==> src/design/drc_pkg.sv <==
// shared types, indices and reset values of the debug run-control block
package drc_pkg;

    // ---------------------------------------------------------------
    // run states and instruction classes
    // ---------------------------------------------------------------
    typedef enum logic [1:0] {ST_RUN, ST_BREAK, ST_STEP, ST_SRC_STEP} drc_state_t;

    typedef enum logic [3:0] {
        CLS_PLAIN,
        CLS_RMW,
        CLS_COMPARE_EXCHANGE_INSTR,
        CLS_BIT_SET_INSTR,
        CLS_BIT_CLEAR_INSTR,
        CLS_BIT_INVERT_INSTR,
        CLS_BIT_TEST_INSTR,
        CLS_FRAME_BUILD_INSTR,
        CLS_FRAME_RELEASE_INSTR,
        CLS_STACK_PUSH_INSTR,
        CLS_STACK_POP_INSTR,
        CLS_TABLE_JUMP_INSTR,
        CLS_TABLE_CALL_INSTR,
        CLS_SYSTEM_CALL_INSTR
    } drc_class_t;

    // ---------------------------------------------------------------
    // widths, indices, reset values
    // ---------------------------------------------------------------
    localparam int DRC_AW = 32;
    localparam int DRC_DW = 32;
    localparam int DRC_IRQ_N = 3;
    localparam int IRQ_MASKABLE = 0;
    localparam int IRQ_FAST_LEVEL = 1;
    localparam int IRQ_FLOAT_UNIT = 2;
    localparam int DRC_SYNC_W = 7;
    localparam int SY_BRK = 0;
    localparam int SY_RUN = 1;
    localparam int SY_STEP = 2;
    localparam int SY_SRC = 3;
    localparam int SY_DRST = 4;
    localparam int SY_CONN = 5;
    localparam int SY_PRST_N = 6;
    localparam drc_state_t DRC_RST_STATE = ST_RUN;
    localparam logic [DRC_SYNC_W-1:0] DRC_SYNC_RST = 7'h40;

    // ---------------------------------------------------------------
    // class decode, used by break and trace matchers
    // ---------------------------------------------------------------
    function automatic logic drc_never_match(input drc_class_t c);
        return c inside {CLS_FRAME_BUILD_INSTR, CLS_FRAME_RELEASE_INSTR, CLS_STACK_PUSH_INSTR,
                         CLS_STACK_POP_INSTR, CLS_TABLE_JUMP_INSTR, CLS_TABLE_CALL_INSTR,
                         CLS_SYSTEM_CALL_INSTR};
    endfunction

    function automatic logic drc_bit_class(input drc_class_t c);
        return c inside {CLS_COMPARE_EXCHANGE_INSTR, CLS_BIT_SET_INSTR, CLS_BIT_CLEAR_INSTR,
                         CLS_BIT_INVERT_INSTR, CLS_BIT_TEST_INSTR};
    endfunction

endpackage

==> src/design/drc_sync.sv <==
// two-flop synchroniser for the emulator and target pins
`timescale 1ns/1ns
module drc_sync
    import drc_pkg::*;
(
    input  wire logic                  sys_clk,
    input  wire logic                  reset_n,
    input  wire logic [DRC_SYNC_W-1:0] pin_in,
    output logic      [DRC_SYNC_W-1:0] pin_sync
);

    typedef struct packed {
        logic [DRC_SYNC_W-1:0] s1;
        logic [DRC_SYNC_W-1:0] s2;
    } drc_sync_st_t;

    drc_sync_st_t st_q;
    drc_sync_st_t st_d;

    // ---------------------------------------------------------------
    // first stage feeds only the second stage
    // ---------------------------------------------------------------
    always_comb begin
        st_d    = st_q;
        st_d.s1 = pin_in;
        st_d.s2 = st_q.s1;
    end

    // reset value keeps the active-low pin reset idle
    always_ff @(posedge sys_clk or negedge reset_n) begin
        if (!reset_n) begin
            st_q <= {DRC_SYNC_RST, DRC_SYNC_RST};
        end else begin
            st_q <= st_d;
        end
    end

    assign pin_sync = st_q.s2;

endmodule

==> src/design/drc_match.sv <==
// access matcher shared by hardware break and point trace
`timescale 1ns/1ns
module drc_match
    import drc_pkg::*;
(
    input  wire logic              acc_valid,
    input  wire logic              acc_write,
    input  wire logic [DRC_AW-1:0] acc_addr,
    input  wire logic [DRC_DW-1:0] acc_data,
    input  wire drc_class_t        acc_class,
    input  wire logic              cond_en,
    input  wire logic [DRC_AW-1:0] cond_addr,
    input  wire logic [DRC_DW-1:0] cond_data,
    input  wire logic              cond_data_en,
    input  wire logic              cond_rd_en,
    input  wire logic              cond_wr_en,
    input  wire logic              ign_data,
    output logic                   hit,
    output logic                   rmw_hit
);

    logic addr_ok;
    logic dir_ok;
    logic data_ok;
    logic plain_ok;
    logic bit_rd_ok;

    // ---------------------------------------------------------------
    // address, direction and optional data qualifier
    // ---------------------------------------------------------------
    always_comb begin
        addr_ok   = acc_valid & cond_en & (acc_addr == cond_addr);
        dir_ok    = acc_write ? cond_wr_en : cond_rd_en;
        data_ok   = ~cond_data_en | ign_data | (acc_data == cond_data);
        plain_ok  = ~drc_never_match(acc_class) & ~drc_bit_class(acc_class);
        bit_rd_ok = drc_bit_class(acc_class) & ~acc_write & ~cond_data_en;
        hit       = addr_ok & dir_ok & ((plain_ok & data_ok) | bit_rd_ok);
        // data-qualified hit of a rmw access is taken after it retires
        rmw_hit   = hit & (acc_class == CLS_RMW) & cond_data_en & ~ign_data;
    end

endmodule

==> src/design/drc_top.sv <==
// debug run control: break, step, reset and interrupt masking, trace flags
`timescale 1ns/1ns
module drc_top
    import drc_pkg::*;
(
    input  wire logic                 sys_clk,
    input  wire logic                 reset_n,
    input  wire logic                 dbg_break_req,
    input  wire logic                 dbg_run_req,
    input  wire logic                 dbg_step_req,
    input  wire logic                 dbg_src_step_req,
    input  wire logic                 dbg_reset_req,
    input  wire logic                 dbg_connected,
    input  wire logic                 target_reset_n,
    input  wire logic                 src_mask_sel,
    input  wire logic                 dbg_mem_access,
    input  wire logic                 dbg_event_set,
    input  wire logic                 acc_valid,
    input  wire logic                 acc_write,
    input  wire logic [DRC_AW-1:0]    acc_addr,
    input  wire logic [DRC_DW-1:0]    acc_data,
    input  wire drc_class_t           acc_class,
    input  wire logic                 instr_retire,
    input  wire logic                 retire_halt,
    input  wire logic                 retire_dstby,
    input  wire logic                 sw_reset_req,
    input  wire logic [DRC_IRQ_N-1:0] irq_req,
    input  wire logic [DRC_IRQ_N-1:0] irq_ack,
    input  wire logic                 brk_en,
    input  wire logic [DRC_AW-1:0]    brk_addr,
    input  wire logic [DRC_DW-1:0]    brk_data,
    input  wire logic                 brk_data_en,
    input  wire logic                 brk_rd_en,
    input  wire logic                 brk_wr_en,
    input  wire logic                 trc_en,
    input  wire logic                 trc_point_mode,
    input  wire logic [DRC_AW-1:0]    trc_addr,
    input  wire logic [DRC_DW-1:0]    trc_data,
    input  wire logic                 trc_data_en,
    input  wire logic                 trc_rd_en,
    input  wire logic                 trc_wr_en,
    input  wire logic                 trc_valid,
    input  wire logic                 trc_ready,
    input  wire logic                 trc_loss_clr,
    output drc_state_t                run_state,
    output logic                      cpu_reset,
    output logic                      brk_before,
    output logic                      brk_after,
    output logic                      brk_at_reset_vec,
    output logic                      halt_mode,
    output logic                      deep_standby_mode,
    output logic                      dstby_wake,
    output logic                      iso_power_off,
    output logic [DRC_IRQ_N-1:0]      irq_fwd,
    output logic                      trc_record,
    output logic                      trc_loss
);

    typedef struct packed {
        drc_state_t            state;
        logic [DRC_SYNC_W-1:0] pin_prev;
        logic                  cpu_rst;
        logic                  brk_bef;
        logic                  brk_aft;
        logic                  brk_rst_vec;
        logic                  rmw_pend;
        logic                  halt;
        logic                  dstby;
        logic                  wake;
        logic                  iso_off;
        logic [DRC_IRQ_N-1:0]  irq_pend;
        logic [DRC_IRQ_N-1:0]  irq_out;
        logic                  trc_rec;
        logic                  trc_lost;
    } drc_st_t;

    drc_st_t               st_q;
    drc_st_t               st_d;
    logic [DRC_SYNC_W-1:0] pin_s;
    logic [DRC_SYNC_W-1:0] pin_rise;
    logic                  acc_hit;
    logic                  acc_rmw;
    logic                  trc_hit;
    logic                  masked_q;
    logic                  masked_d;
    logic                  user_rst_ev;
    logic                  dbg_rst_ev;
    logic                  brk_rise;
    logic                  rmw_done;
    logic                  brk_ev;

    // ---------------------------------------------------------------
    // pin synchronisation and matchers
    // ---------------------------------------------------------------
    drc_sync u_sync (
        .sys_clk  (sys_clk),
        .reset_n  (reset_n),
        .pin_in   ({target_reset_n, dbg_connected, dbg_reset_req, dbg_src_step_req,
                    dbg_step_req, dbg_run_req, dbg_break_req}),
        .pin_sync (pin_s)
    );

    drc_match u_brk (
        .acc_valid    (acc_valid),
        .acc_write    (acc_write),
        .acc_addr     (acc_addr),
        .acc_data     (acc_data),
        .acc_class    (acc_class),
        .cond_en      (brk_en),
        .cond_addr    (brk_addr),
        .cond_data    (brk_data),
        .cond_data_en (brk_data_en),
        .cond_rd_en   (brk_rd_en),
        .cond_wr_en   (brk_wr_en),
        .ign_data     (1'b0),
        .hit          (acc_hit),
        .rmw_hit      (acc_rmw)
    );

    // point trace drops the data term, other qualifiers still apply
    drc_match u_trc (
        .acc_valid    (acc_valid),
        .acc_write    (acc_write),
        .acc_addr     (acc_addr),
        .acc_data     (acc_data),
        .acc_class    (acc_class),
        .cond_en      (trc_en),
        .cond_addr    (trc_addr),
        .cond_data    (trc_data),
        .cond_data_en (trc_data_en),
        .cond_rd_en   (trc_rd_en),
        .cond_wr_en   (trc_wr_en),
        .ign_data     (trc_point_mode),
        .hit          (trc_hit),
        .rmw_hit      ()
    );

    // ---------------------------------------------------------------
    // events; pin reset is active low, so its rise is a fall
    // ---------------------------------------------------------------
    always_comb begin
        pin_rise = pin_s & ~st_q.pin_prev;
        pin_rise[SY_PRST_N] = ~pin_s[SY_PRST_N] & st_q.pin_prev[SY_PRST_N];
        // source-level stepping masks only when the debugger asks
        masked_q = (st_q.state == ST_BREAK) | (st_q.state == ST_STEP) |
                   ((st_q.state == ST_SRC_STEP) & src_mask_sel);
        dbg_rst_ev  = pin_rise[SY_DRST];
        user_rst_ev = sw_reset_req | pin_rise[SY_PRST_N];
        brk_rise    = pin_rise[SY_BRK];
        rmw_done    = st_q.rmw_pend & instr_retire;
        brk_ev      = brk_rise | (acc_hit & ~acc_rmw) | rmw_done;
    end

    // ---------------------------------------------------------------
    // run-control state machine
    // ---------------------------------------------------------------
    always_comb begin
        st_d             = st_q;
        st_d.pin_prev    = pin_s;
        st_d.cpu_rst     = 1'b0;
        st_d.brk_bef     = 1'b0;
        st_d.brk_aft     = 1'b0;
        st_d.brk_rst_vec = 1'b0;
        st_d.wake        = 1'b0;
        if (dbg_rst_ev) begin
            // debugger reset ignores every mask and lands in break
            st_d.cpu_rst  = 1'b1;
            st_d.state    = ST_BREAK;
            st_d.halt     = 1'b0;
            st_d.dstby    = 1'b0;
            st_d.rmw_pend = 1'b0;
        end else if (user_rst_ev && !masked_q) begin
            st_d.cpu_rst  = 1'b1;
            st_d.halt     = 1'b0;
            st_d.dstby    = 1'b0;
            st_d.rmw_pend = 1'b0;
        end else begin
            // a masked user reset falls through here and is lost
            unique case (st_q.state)
                ST_RUN, ST_SRC_STEP: begin
                    if (brk_ev) begin
                        st_d.state    = ST_BREAK;
                        st_d.brk_bef  = ~rmw_done;
                        st_d.brk_aft  = rmw_done;
                        st_d.rmw_pend = 1'b0;
                        st_d.halt     = 1'b0;
                        if (st_q.dstby) begin
                            st_d.dstby = 1'b0;
                            st_d.wake  = 1'b1;
                        end
                    end else begin
                        if (acc_rmw) begin
                            st_d.rmw_pend = 1'b1;
                        end
                        if (st_q.dstby && (dbg_mem_access || dbg_event_set)) begin
                            st_d.dstby = 1'b0;
                            st_d.wake  = 1'b1;
                        end
                        if (instr_retire && retire_halt) begin
                            st_d.halt = 1'b1;
                        end
                        if (instr_retire && retire_dstby) begin
                            st_d.dstby = 1'b1;
                        end
                    end
                end
                ST_BREAK: begin
                    if (pin_rise[SY_RUN]) begin
                        st_d.state = ST_RUN;
                    end else if (pin_rise[SY_STEP]) begin
                        st_d.state = ST_STEP;
                    end else if (pin_rise[SY_SRC]) begin
                        st_d.state = ST_SRC_STEP;
                    end
                end
                ST_STEP: begin
                    // one instruction, then back to break; halt and standby never entered
                    if (brk_rise) begin
                        st_d.state   = ST_BREAK;
                        st_d.brk_bef = 1'b1;
                    end else if (instr_retire) begin
                        st_d.state       = ST_BREAK;
                        st_d.brk_aft     = 1'b1;
                        st_d.brk_rst_vec = retire_dstby;
                    end
                end
            endcase
        end
        masked_d = (st_d.state == ST_BREAK) | (st_d.state == ST_STEP) |
                   ((st_d.state == ST_SRC_STEP) & src_mask_sel);
        // new request wins over an acknowledge in the same cycle
        st_d.irq_pend = (st_q.irq_pend & ~(irq_ack & st_q.irq_out)) | irq_req;
        st_d.irq_out  = st_d.irq_pend & {DRC_IRQ_N{~masked_d}};
        st_d.iso_off  = st_d.dstby & ~pin_s[SY_CONN];
        st_d.trc_rec  = trc_hit;
        // lost records are not kept, only counted as a flag; set beats clear
        st_d.trc_lost = (st_q.trc_lost & ~trc_loss_clr) | (trc_valid & ~trc_ready);
    end

    always_ff @(posedge sys_clk or negedge reset_n) begin
        if (!reset_n) begin
            st_q          <= '0;
            st_q.state    <= DRC_RST_STATE;
            st_q.pin_prev <= DRC_SYNC_RST;
        end else begin
            st_q <= st_d;
        end
    end

    // ---------------------------------------------------------------
    // outputs straight from the state register
    // ---------------------------------------------------------------
    assign run_state         = st_q.state;
    assign cpu_reset         = st_q.cpu_rst;
    assign brk_before        = st_q.brk_bef;
    assign brk_after         = st_q.brk_aft;
    assign brk_at_reset_vec  = st_q.brk_rst_vec;
    assign halt_mode         = st_q.halt;
    assign deep_standby_mode = st_q.dstby;
    assign dstby_wake        = st_q.wake;
    assign iso_power_off     = st_q.iso_off;
    assign irq_fwd           = st_q.irq_out;
    assign trc_record        = st_q.trc_rec;
    assign trc_loss          = st_q.trc_lost;
endmodule

==> config.mk <==
export PLATFORM = sky130hd
export DESIGN_NAME = drc_top
export DESIGN_NICKNAME = d
export VERILOG_FILES = /design/src/design/drc_pkg.sv /design/src/design/drc_sync.sv /design/src/design/drc_match.sv /design/src/design/drc_top.sv
export SDC_FILE = /design/constraint.sdc
export NUM_CORES = 1
export LEC_CHECK = 0
export BUFFER_PORTS_ARGS = -buffer_cell sky130_fd_sc_hd__buf_4
export CORE_MARGIN = 2
export CORE_UTILIZATION = 35
export DETAILED_ROUTE_END_ITERATION = 10
export MAX_ROUTING_LAYER = met4
export PLACE_DENSITY_LB_ADDON = 0.1
export SLEW_MARGIN = 20
export SYNTH_ARGS = -nofsm -noshare
export SYNTH_HDL_FRONTEND = slang
export SYNTH_SLANG_ARGS = --single-unit
==> constraint.sdc <==
create_clock -name sys_clk -period 3.7 [get_ports sys_clk]
set_input_delay 0 -clock sys_clk [delete_from_list [all_inputs] [get_ports sys_clk]]
set_output_delay 0 -clock sys_clk [all_outputs]
set_load 0.01 [all_outputs]
# ---- Word-level counts from Yosys, hierarchy flattened
# Cells that the tools add are included.
dict set report word_totals {
  regBits 40
  input_bits 232
  out_inout_bits 15
  wordCells 143
}
dict set report classes {
  n_eq_ne 23
  muxes 32
  bitwise_logic 56
  reduce_logical 15
}
# op n
set op_table {}
lappend op_table {{32-bit equality test} 4}
lappend op_table {{1-bit AND} 24}
lappend op_table {{4-bit equality test (second input constant)} 6}
lappend op_table {{2-bit 2-to-1 mux} 12}
lappend op_table {{4-bit by 3-bit equality test with 1-bit output (second input constant)} 4}
lappend op_table {{1-bit bitwise OR} 13}
lappend op_table {{1-bit 2-to-1 mux} 12}
lappend op_table {{3-bit 2-to-1 mux} 4}
lappend op_table {{1-bit NOT} 12}
lappend op_table {{3-bit AND} 3}
lappend op_table {{2-bit equality test (second input constant)} 4}
lappend op_table {{4-bit by 2-bit equality test with 1-bit output (second input constant)} 2}
lappend op_table {{4-bit 2-to-1 mux} 2}
lappend op_table {{4-bit nonzero test} 2}
lappend op_table {{7-bit nonzero test} 1}
lappend op_table {{2-bit one-hot mux with 3 select lines} 1}
lappend op_table {{5-bit AND} 1}
lappend op_table {{5-bit NOT} 1}
lappend op_table {{5-bit nonzero test} 1}
lappend op_table {{2-bit by 1-bit equality test with 1-bit output (second input constant)} 2}
lappend op_table {{4-bit by 1-bit equality test with 1-bit output (second input constant)} 1}
lappend op_table {{1-bit logical AND} 4}
lappend op_table {{2-bit one-hot mux with 2 select lines} 1}
lappend op_table {{2-bit AND reduction} 2}
lappend op_table {{other kinds (7)} 7}

# ---- Depth between registers and ports, before layout
# Gate-level depths: netlist of run 1.
dict set report logic_depth {
  ltp_word 22
  mapped_depth 10
  ltp_nobuf 10
}

# ---- Hierarchy
# A second synthesis of run 1 with hierarchy kept.
dict set report hier_totals {
  hier_cells 312
  area_unflattened_um2 3109.2
}
# mod n_inst cells_per_inst area_per_inst_um2 seq_area_each_um2
set modules_own_cells {}
lappend modules_own_cells {drc_match 2 100 804.5 0.0}
lappend modules_own_cells {drc_top 1 98 1147.4 626.9}
lappend modules_own_cells {drc_sync 1 14 352.8 352.8}

# ---- Worst setup path before layout of run 1
# OpenSTA, ideal clock, no wires.
dict set report synth_timing {
  kind {register to register}
  start {register st_q (netlist bit run_state[0])}
  end {register st_q (netlist bit irq_fwd[0])}
  setup_time_ps 73
  arrival_time_ps 2214
  required_ps 3627
  slack_ps 1413
  stages_incl_launch_ff 11
  n_path_buf 1
  synth_period_minus_slack_ps 2287
  cell_sequence {dfrtp_1 -> inv_1 -> ha_1 -> clkbuf_1 -> a21boi_0 -> nand2_1 -> nor3_1 -> a21oi_1 -> ha_1 -> a21o_1 -> nor2b_1}
}
# item line
set synth_rtl {}
lappend synth_rtl {{start: declaration} drc_top.sv:77} ;# drc_st_t st_q;
lappend synth_rtl {{start signal: assignment} drc_top.sv:246} ;# st_q <= st_d;

==> results of run 1 <==
==> final timing paths <==
path / endpoint / slack (ns) / cells past startpoint
min reg2reg: u_sync.pin_sync[4]$_DFF_PN0_ / 0.35 / 0
min in group asynchronous: irq_fwd[0]$_DFF_PN0_ / 0.21 / 2
min: trc_record$_DFF_PN0_ / 0.008 / 3
max in group asynchronous: u_sync.pin_sync[6]$_DFF_PN1_ / 3.14 / 2
max: irq_fwd[2]$_DFF_PN0_ / 1.21 / 9
max reg2reg: irq_fwd[2]$_DFF_PN0_ / 1.21 / 9
==> layout make-up <==
cell class                 instances  share of cell area
clock buffer                       6              0.0139
clock inverter                     2             0.00240
inverter                           7             0.00505
multi-input combinational        267               0.383
sequential                        39               0.188
tap                              108              0.0260
timing repair buffer             260               0.382
==> logic make-up after synthesis <==
| group | after synthesis | share of synthesized area |
|---|---|---|
| and+or+nand+nor | 97 | 0.176 |
| xor gates and xnor gates | 128 | 0.368 |
| buffers and inverters | 14 | 0.0234 |
| adders and majority gates | 4 | 0.0164 |
| DFF | 39 | 0.322 |
| AOI/OAI and AO/OA | 37 | 0.0908 |
| muxes | 1 | 0.00329 |
==> power by group through the flow <==
stage / Sequential (mW) / Combinational (mW) / Clock (mW)
final: 0.544 / 0.776 / 0.270
after global routing: 0.556 / 0.853 / 0.300
after CTS: 0.543 / 0.781 / 0.281
after detailed placement: 0.552 / 0.761 / 0
after global placement: 0.548 / 0.746 / 0
after floorplan: 0.549 / 0.407 / 0
==> timing repair <==
action | CTS | global route
hold buffers | 14 | 0
hold endpoints to repair | 48 | 0
buffers inserted | 0 | 0
==> synth_stat cells (3+ instances only) <==
cell       number  area [um2]
a2111oi_0       3        26.3
a21o_1          4        30.0
a21oi_1         4        20.0
buf_4           5        37.5
dfrtp_1        36         901
dfstp_2         3        78.8
ha_1            4        50.1
inv_1           7        26.3
nand2_1        22        82.6
nand4_1        13        81.3
nor2_1         11        41.3
nor2b_1         9        56.3
nor3_1          6        30.0
nor4_1         26         163
o21ai_0         6        30.0
xnor2_1        29         254
xor2_1         99         867
==> through the flow <==
stage	hold slack [ns]	area, um2
3_5_place_dp	-0.00995	4980
3_3_place_gp	-0.00529	4980
5_1_grt	0.0126	5210
6_report	0.00848	5210
4_1_cts	0.00722	5210
2_1_floorplan	-0.296	3040
==> sequential cells by signal (all words and copies together) (netlist names), 2 cells and up <==
signal           count
st_q                10
run_state            2
u_sync.st_d          7
irq_fwd              3
u_sync.pin_sync      7
==> per-layer routing <==
layer	wire, um	up-vias
li1	-	1638
met1	4010	1449
met2	5800	163
met3	823	26
met4	329	0
met5	0	-
==> critical path, cell delays in order (launching register included) <==
cell	delay (ns)
dfrtp_1	0.49
inv_1	0.08
ha_1	0.41
a21boi_0	0.41
nand2_1	0.16
nor3_1	0.15
a21oi_1	0.12
ha_1	0.31
a21o_1	0.19
nor2b_1	0.11
==> results.ini, run 1 <==
[cells_and_area]
n_antenna_cell = 0
final_cell_mix = buf_4 (246), xor2_1 (99), dfrtp_1 (36)
final_nets = 816
drive_above_1_share = 0.454
final_util = 0.606
nFillCells = 752
final_common_cell = buf_4
regArea_um2 = 980
area_delta_synth_final_pct = 71.0
multi_input_area_um2 = 1990
final_cells = 689

[logic_synthesis]
synth_area_um2 = 3040
ys_ff_latch = 39
synth_warnings = 0
postSynthAreaPerCell_um2 = 9.51
synth-edff-count = 0
async_reset_ff_frac = 1.00
synth_flop_cell = dfrtp_1
synth_cell_types = 42
yosysSeqAreaShare = 0.322
synth_nets = 556
synthCells = 320

[clocking]
clk_pin_slew_ns = 0.07
clockRootBuffer = clkbuf_8
cts_resized = 0
ctsLongestPathBuffers = 2
cts_inserted_buffers = 5
htree_levels = 2
cts.sinks = 39
cts_tree = yes
clk_latency_ns = 0.28

[global_route]
grt_busiest_layer = met2
antenna_found_initial = 0
grt_max_degree = 40
met2_usage = 0.427
overflow = 0
grt_pass1_vias = 3499
grtUsageTotal = 0.228
use_met1 = 0.235
use_met3 = 0.0532
grt_first_pass_wirelength_um = 16700

[worst_setup_path]
cp-startpoint = run_state[0]$_DFF_PN0_
setup.worst_path.class = register to register
cp-start-kind = register
crit-reg2reg-launch = run_state[0]$_DFF_PN0_
end_kind = register
timing.critical_path.required_ns = 3.92
arrival_ns = 2.71
cp_max_fo = 8

[sta]
setup_viol = 0
slew_violations = 0
post-route-min-period_ns = 2.49
rsz0062_at_grt = false
tightest_slew_ns = 0.540
max_freq_mhz = 401
tns_ns = 0
fin_worst_skew_ns = 0.00252
period_share = 0.674
slew_headroom = 0.637
layout_setup_ws_ns = 1.21
hold_viol_final = 0

[die]
die_w_um = 97.3
die_h_um = 97.3
rows = 34
core-area_um2 = 8590
floorplan.die_area_um2 = 9460
start_util = 0.354
ioPinCount = 247

[pwr]
clkPwrFrac = 0.170
p_switching_mw = 0.546
pwr-share-seq = 0.342
peakVddDrop_mv = 0.160
comb_power_share = 0.488
intPower_mw = 1.04
fin_total_pwr_mw = 1.59
switching_share = 0.344
p_leak_nw = 2.55
power_density_nw_per_um2 = 305

[routing]
drc_errors = 0
drt_iter0_drc = 123
ant_nets = 0
wl_per_cell_um = 15.9
num_vias = 3276
drt_wl_total_um = 11000
dr.pass1.iters = 4
via_per_inst = 4.75

[status]
status = finished clean

[placement]
dp_cells = 667
dpl_worst_slack_ns = 1.25
portBuffers = 246
gp_congestion = 0.908
dpl.hpwl_um = 9540

[hold_path]
min_path_type = input pin to register
hold_start = trc_data_en

[flow_run]
maxCapViolCount = 0

Note: power is estimated with default switching activity, not from simulation.
==> run 2, diff against run 1 <==
==> constraint.sdc (replaced) <==
create_clock -name sys_clk -period 2.2 [get_ports sys_clk]
set_input_delay 0 -clock sys_clk [delete_from_list [all_inputs] [get_ports sys_clk]]
set_output_delay 0 -clock sys_clk [all_outputs]
set_load 0.01 [all_outputs]
==> run 2 against run 1 <==
Fmax up 20%. Final area grew 2.2%. Sequential share of layout area decreased by 0.38 points. Non-clock buffer count rose by 9. Final cell count grew 1.3%. Core utilization increased by 1.3 points. Critical endpoint unchanged. Via count increased by 0.73%.
==> results.ini, run 2 (same netlist as run 1, synthesis figures left out) <==
[hold_path]
min_path_type = input pin to register

[global_route]
grt_first_pass_wirelength_um = 17400
grt_max_degree = 40
antenna_found_initial = 0
grt_pass1_vias = 3662
grtUsageTotal = 0.237
overflow = 0

[status]
status = finished clean

[placement]
dp_cells = 675
dpl.hpwl_um = 9700
placed_area_um2 = 5040
portBuffers = 246
dpl_worst_slack_ns = -0.0730
gp_congestion = 0.953

[routing]
drc_errors = 0
via_per_inst = 4.73
num_vias = 3300
wl_per_cell_um = 15.9
drt_iter0_drc = 96
ant_nets = 0
drt_wl_total_um = 11100
dr.pass1.iters = 4

[clocking]
ctsLongestPathBuffers = 2
cts_inserted_buffers = 5
cts.sinks = 39
htree_levels = 2
clk_pin_slew_ns = 0.08
cts_tree = yes
clk_latency_ns = 0.29
clockRootBuffer = clkbuf_8

[worst_setup_path]
cp-start-kind = register
end_kind = register
arrival_ns = 2.31
cpMaxStageDelayCell = dfrtp_2
setup.worst_path.class = register to register
cp_max_fo = 5
worstPathCellList = inv_1 > ha_1 > o21ai_0 > o21ai_0 > a21oi_1 > o32ai_1 > a21o_2 > ha_1 > a21o_1 > nor2b_1
max_stage_delay_ns = 0.42
timing.critical_path.required_ns = 2.42

[sta]
max_freq_mhz = 480
hold_ws_ns = 0.0180
slew_headroom = 0.641
slew_violations = 0
post-route-min-period_ns = 2.08
tns_ns = 0
period_share = 0.947
fin_worst_skew_ns = 0.00841
setup_viol = 0
layout_setup_ws_ns = 0.117
hold_viol_final = 0
rsz0062_at_grt = false
tightest_slew_ns = 0.525

[cells_and_area]
final_common_cell = buf_4
n_antenna_cell = 0
largest-register = st_q
area_delta_synth_final_pct = 74.8
final_util = 0.619
final_cells = 698
drive_above_1_share = 0.469
final_cell_mix = buf_4 (255), xor2_1 (99), dfrtp_1 (35)
largest_register_ffs = 10
final_nets = 825
nFillCells = 749
finalInstanceArea_um2 = 5320

[pwr]
p_leak_nw = 2.60
peakVddDrop_mv = 0.368
power_density_nw_per_um2 = 553
fin_total_pwr_mw = 2.94

[die]
die_h_um = 97.3
die_w_um = 97.3
start_util = 0.354
rows = 34
floorplan.die_area_um2 = 9460
ioPinCount = 247
core-area_um2 = 8590

[flow_run]
maxCapViolCount = 0

-- run 2: cell count changes in the layout (fill, tap and decap cells not counted), sizes merged --
| cell | before | now |
|---|---|---|
| clkinv | 1 | 0 |
| buf | 246 | 255 |
| clkbuf | 6 | 5 |
| bufinv | 0 | 1 |
| inv | 7 | 8 |
-- run 2: where the power goes --
group          switching [mW]  leakage, nW  internal (mW)  total, mW
logic                   0.645         2.08          0.792       1.44
registers              0.0708        0.467          0.836      0.906
clock network           0.255       0.0548          0.341      0.596
total                   0.971         2.60           1.97       2.94
-- run 2: final timing paths --
check / to / startpoint / cells past startpoint / slack [ns]
max in group asynchronous: st_q[23]$_DFF_PN1_ / reset_n / 2 / 1.63
hold / removal: st_q[7]$_DFF_PN0_ / irq_ack[2] / 3 / 0.02
min in group asynchronous: st_q[6]$_DFF_PN0_ / reset_n / 2 / 0.22
setup / recovery: irq_fwd[2]$_DFF_PN0_ / run_state[1]$_DFF_PN0_ / 10 / 0.12
setup reg to reg: irq_fwd[2]$_DFF_PN0_ / run_state[1]$_DFF_PN0_ / 10 / 0.12
hold reg to reg: u_sync.pin_sync[4]$_DFF_PN0_ / u_sync.st_d[4]$_DFF_PN0_ / 0 / 0.35
-- run 2: per-layer routing --
layer	up-vias	track usage	part of all wire	routed length [um]
met5	-	-	0	0
met4	0	0.0556	0.020	227
met3	17	0.0475	0.071	784
met2	155	0.453	0.54	6030
met1	1477	0.250	0.36	4040
li1	1651	-	-	-
-- run 2: timing repair --
action,in CTS,in global routing
hold endpoints to repair,48,0
hold buffers,14,0
setup buffers,0,1
endpoints found under the setup margin,0,3
resized for setup,0,3
-- run 2: layout make-up --
class                           count  area (um2)  area share
Inverter                            7        26.3     0.00494
Timing Repair Buffer              269        2050       0.386
Clock buffer                        5        68.8      0.0129
Tap cell                          108         135      0.0254
Sequential cell                    39         981       0.184
Clock inverter                      3        46.3     0.00870
Multi-Input combinational cell    267        2010       0.377
-- run 2: worst max-delay path, delay by kind of cell, from the launching register on --
kind / cells / cell delay [ns]
AO/OA/AOI/OAI: 6 / 0.95
adder cells (fa/ha/maj): 2 / 0.47
flip-flops: 1 / 0.42
AND/OR/NAND/NOR: 1 / 0.10
buffers and inverters: 1 / 0.07
==> run 3, diff against run 2 <==
--- a/config.mk
+++ b/config.mk
@@ -5,6 +5,7 @@
 export SDC_FILE = /design/constraint.sdc
 export NUM_CORES = 1
 export LEC_CHECK = 0
+export ABC_CLOCK_PERIOD_IN_PS = 2300
 export BUFFER_PORTS_ARGS = -buffer_cell sky130_fd_sc_hd__buf_4
 export CORE_MARGIN = 2
 export CORE_UTILIZATION = 35
==> constraint.sdc (replaced) <==
create_clock -name sys_clk -period 2.3 [get_ports sys_clk]
set_input_delay 0 -clock sys_clk [delete_from_list [all_inputs] [get_ports sys_clk]]
set_output_delay 0 -clock sys_clk [all_outputs]
set_load 0.02 [all_outputs]
==> run 3 against run 2 <==
Non-clock buffer count down 3. Hold slack got worse by 0.020 ns. Register-to-register slack better by 0.05 ns. Final cell count fell by 0.43%. Die area unchanged. Worst setup slack better by 0.048 ns. Via count grew 1.2%. Clock skew shrank 0.0040 ns. The flow now finishes with violations (negative hold slack). Critical path depth is the same. Largest power group unchanged. Clock power fell by 5.0%.
==> results.ini, run 3 (same netlist as run 1, synthesis figures left out) <==
[clocking]
cts.sinks = 39
htree_levels = 2
clk_latency_ns = 0.29
clockRootBuffer = clkbuf_8
cts_tree = yes
post_cts_buffers = 0
ctsLongestPathBuffers = 2
cts_inserted_buffers = 5
cts_resized = 0
clk_pin_slew_ns = 0.08

[sta]
fin_worst_skew_ns = 0.00445
tightest_slew_ns = 0.540
slew_headroom = 0.637
hold_ws_ns = -0.00209
max_freq_mhz = 468
setup_viol = 0
rsz0062_at_grt = false
hold_viol_final = 1
layout_setup_ws_ns = 0.165
tns_ns = 0
slew_violations = 0
post-route-min-period_ns = 2.13
period_share = 0.928

[die]
die_h_um = 97.3
core-area_um2 = 8590
rows = 34
die_w_um = 97.3
ioPinCount = 247
start_util = 0.354
floorplan.die_area_um2 = 9460

[cells_and_area]
n_antenna_cell = 0
final_cells = 695
drive_above_1_share = 0.462
largest_register_ffs = 10
final_cell_mix = buf_4 (252), xor2_1 (99), dfrtp_1 (36)
largest-register = st_q
area_delta_synth_final_pct = 73.4
final_common_cell = buf_4
final_util = 0.614
final_nets = 822

[worst_setup_path]
timing.critical_path.required_ns = 2.52
worstPathCellList = inv_1 > ha_1 > o21ai_0 > o21ai_0 > a21oi_1 > o32ai_1 > a21o_2 > ha_1 > a21o_1 > nor2b_1
setup.worst_path.class = register to register
cpMaxStageDelayCell = dfrtp_1
cp_max_fo = 6
end_kind = register
max_stage_delay_ns = 0.46
arrival_ns = 2.36
cp-start-kind = register

[pwr]
p_leak_nw = 2.59
peakVddDrop_mv = 0.382
fin_total_pwr_mw = 2.83
power_density_nw_per_um2 = 536

[hold_path]
min_path_type = input pin to register

[placement]
gp_congestion = 0.932
dpl_worst_slack_ns = 0.0194
dp_cells = 673
dpl.hpwl_um = 9710
portBuffers = 246

[flow_run]
maxCapViolCount = 0

[routing]
drt_iter0_drc = 85
dr.pass1.iters = 5
ant_nets = 0
wl_per_cell_um = 16.1
drc_errors = 0
drt_wl_total_um = 11200
num_vias = 3341
via_per_inst = 4.81

[global_route]
grtUsageTotal = 0.236
antenna_found_initial = 0
grt_first_pass_wirelength_um = 17200
grt_pass1_vias = 3561
grt_max_degree = 40
overflow = 0

[status]
status = finished with violations
violations = negative hold slack

==> run 3: area by class of cell <==
| cell class | instances | area [um2] |
|---|---|---|
| Multi-Input combinational cell | 267 | 1990 |
| Sequential cell | 39 | 980 |
| Fill cell | 776 | 3310 |
| Timing Repair Buffer | 266 | 2030 |
| Inverter | 7 | 26.3 |
| Tap cell | 108 | 135 |
| Clock buffer | 5 | 68.8 |
| Clock inverter | 3 | 43.8 |
==> run 3: final timing paths <==
path / from / end / slack, ns / cells after the start
hold reg to reg: u_sync.st_d[0]$_DFF_PN0_ / u_sync.pin_sync[0]$_DFF_PN0_ / 0.35 / 0
min in group asynchronous: reset_n / irq_fwd[0]$_DFF_PN0_ / 0.21 / 2
hold / removal: trc_data_en / trc_record$_DFF_PN0_ / -0.002 / 3
max in group asynchronous: reset_n / u_sync.st_d[6]$_DFF_PN1_ / 1.74 / 2
setup reg to reg: run_state[1]$_DFF_PN0_ / irq_fwd[0]$_DFF_PN0_ / 0.17 / 10
setup / recovery: run_state[1]$_DFF_PN0_ / irq_fwd[0]$_DFF_PN0_ / 0.17 / 10
==> run 3: worst max-delay path: cells and delay by family, from the launching register on <==
kind                     cells  cell delay, ns
buffers and inverters        1            0.07
flip-flops                   1            0.46
adder cells (fa/ha/maj)      2            0.46
AND/OR/NAND/NOR              1            0.11
AO/OA/AOI/OAI                6            0.97
==> run 3: power by group <==
group / total, mW / internal, mW / switching, mW
Sequential: 0.870 / 0.798 / 0.0720
Combinational: 1.40 / 0.732 / 0.664
Clock: 0.566 / 0.323 / 0.243
==> run 3: stage by stage <==
step	area [um2]	hold slack [ns]
2_1_floorplan	3040	-0.296
3_3_place_gp	5030	-0.0104
3_5_place_dp	5030	-0.00761
4_1_cts	5280	0.00626
5_1_grt	5280	0.00644
6_report	5280	-0.00209
==> run 3: what timing repair did <==
action	CTS	global route
endpoints found under the setup margin	0	0
hold buffers	14	0
endpoints found under the hold margin	48	0
==> run 3: per-layer routing <==
metal | global-route usage | wire, um
met5 | - | 0
met1 | 0.241 | 3980
met4 | 0.0833 | 380
met3 | 0.0576 | 865
met2 | 0.439 | 5940
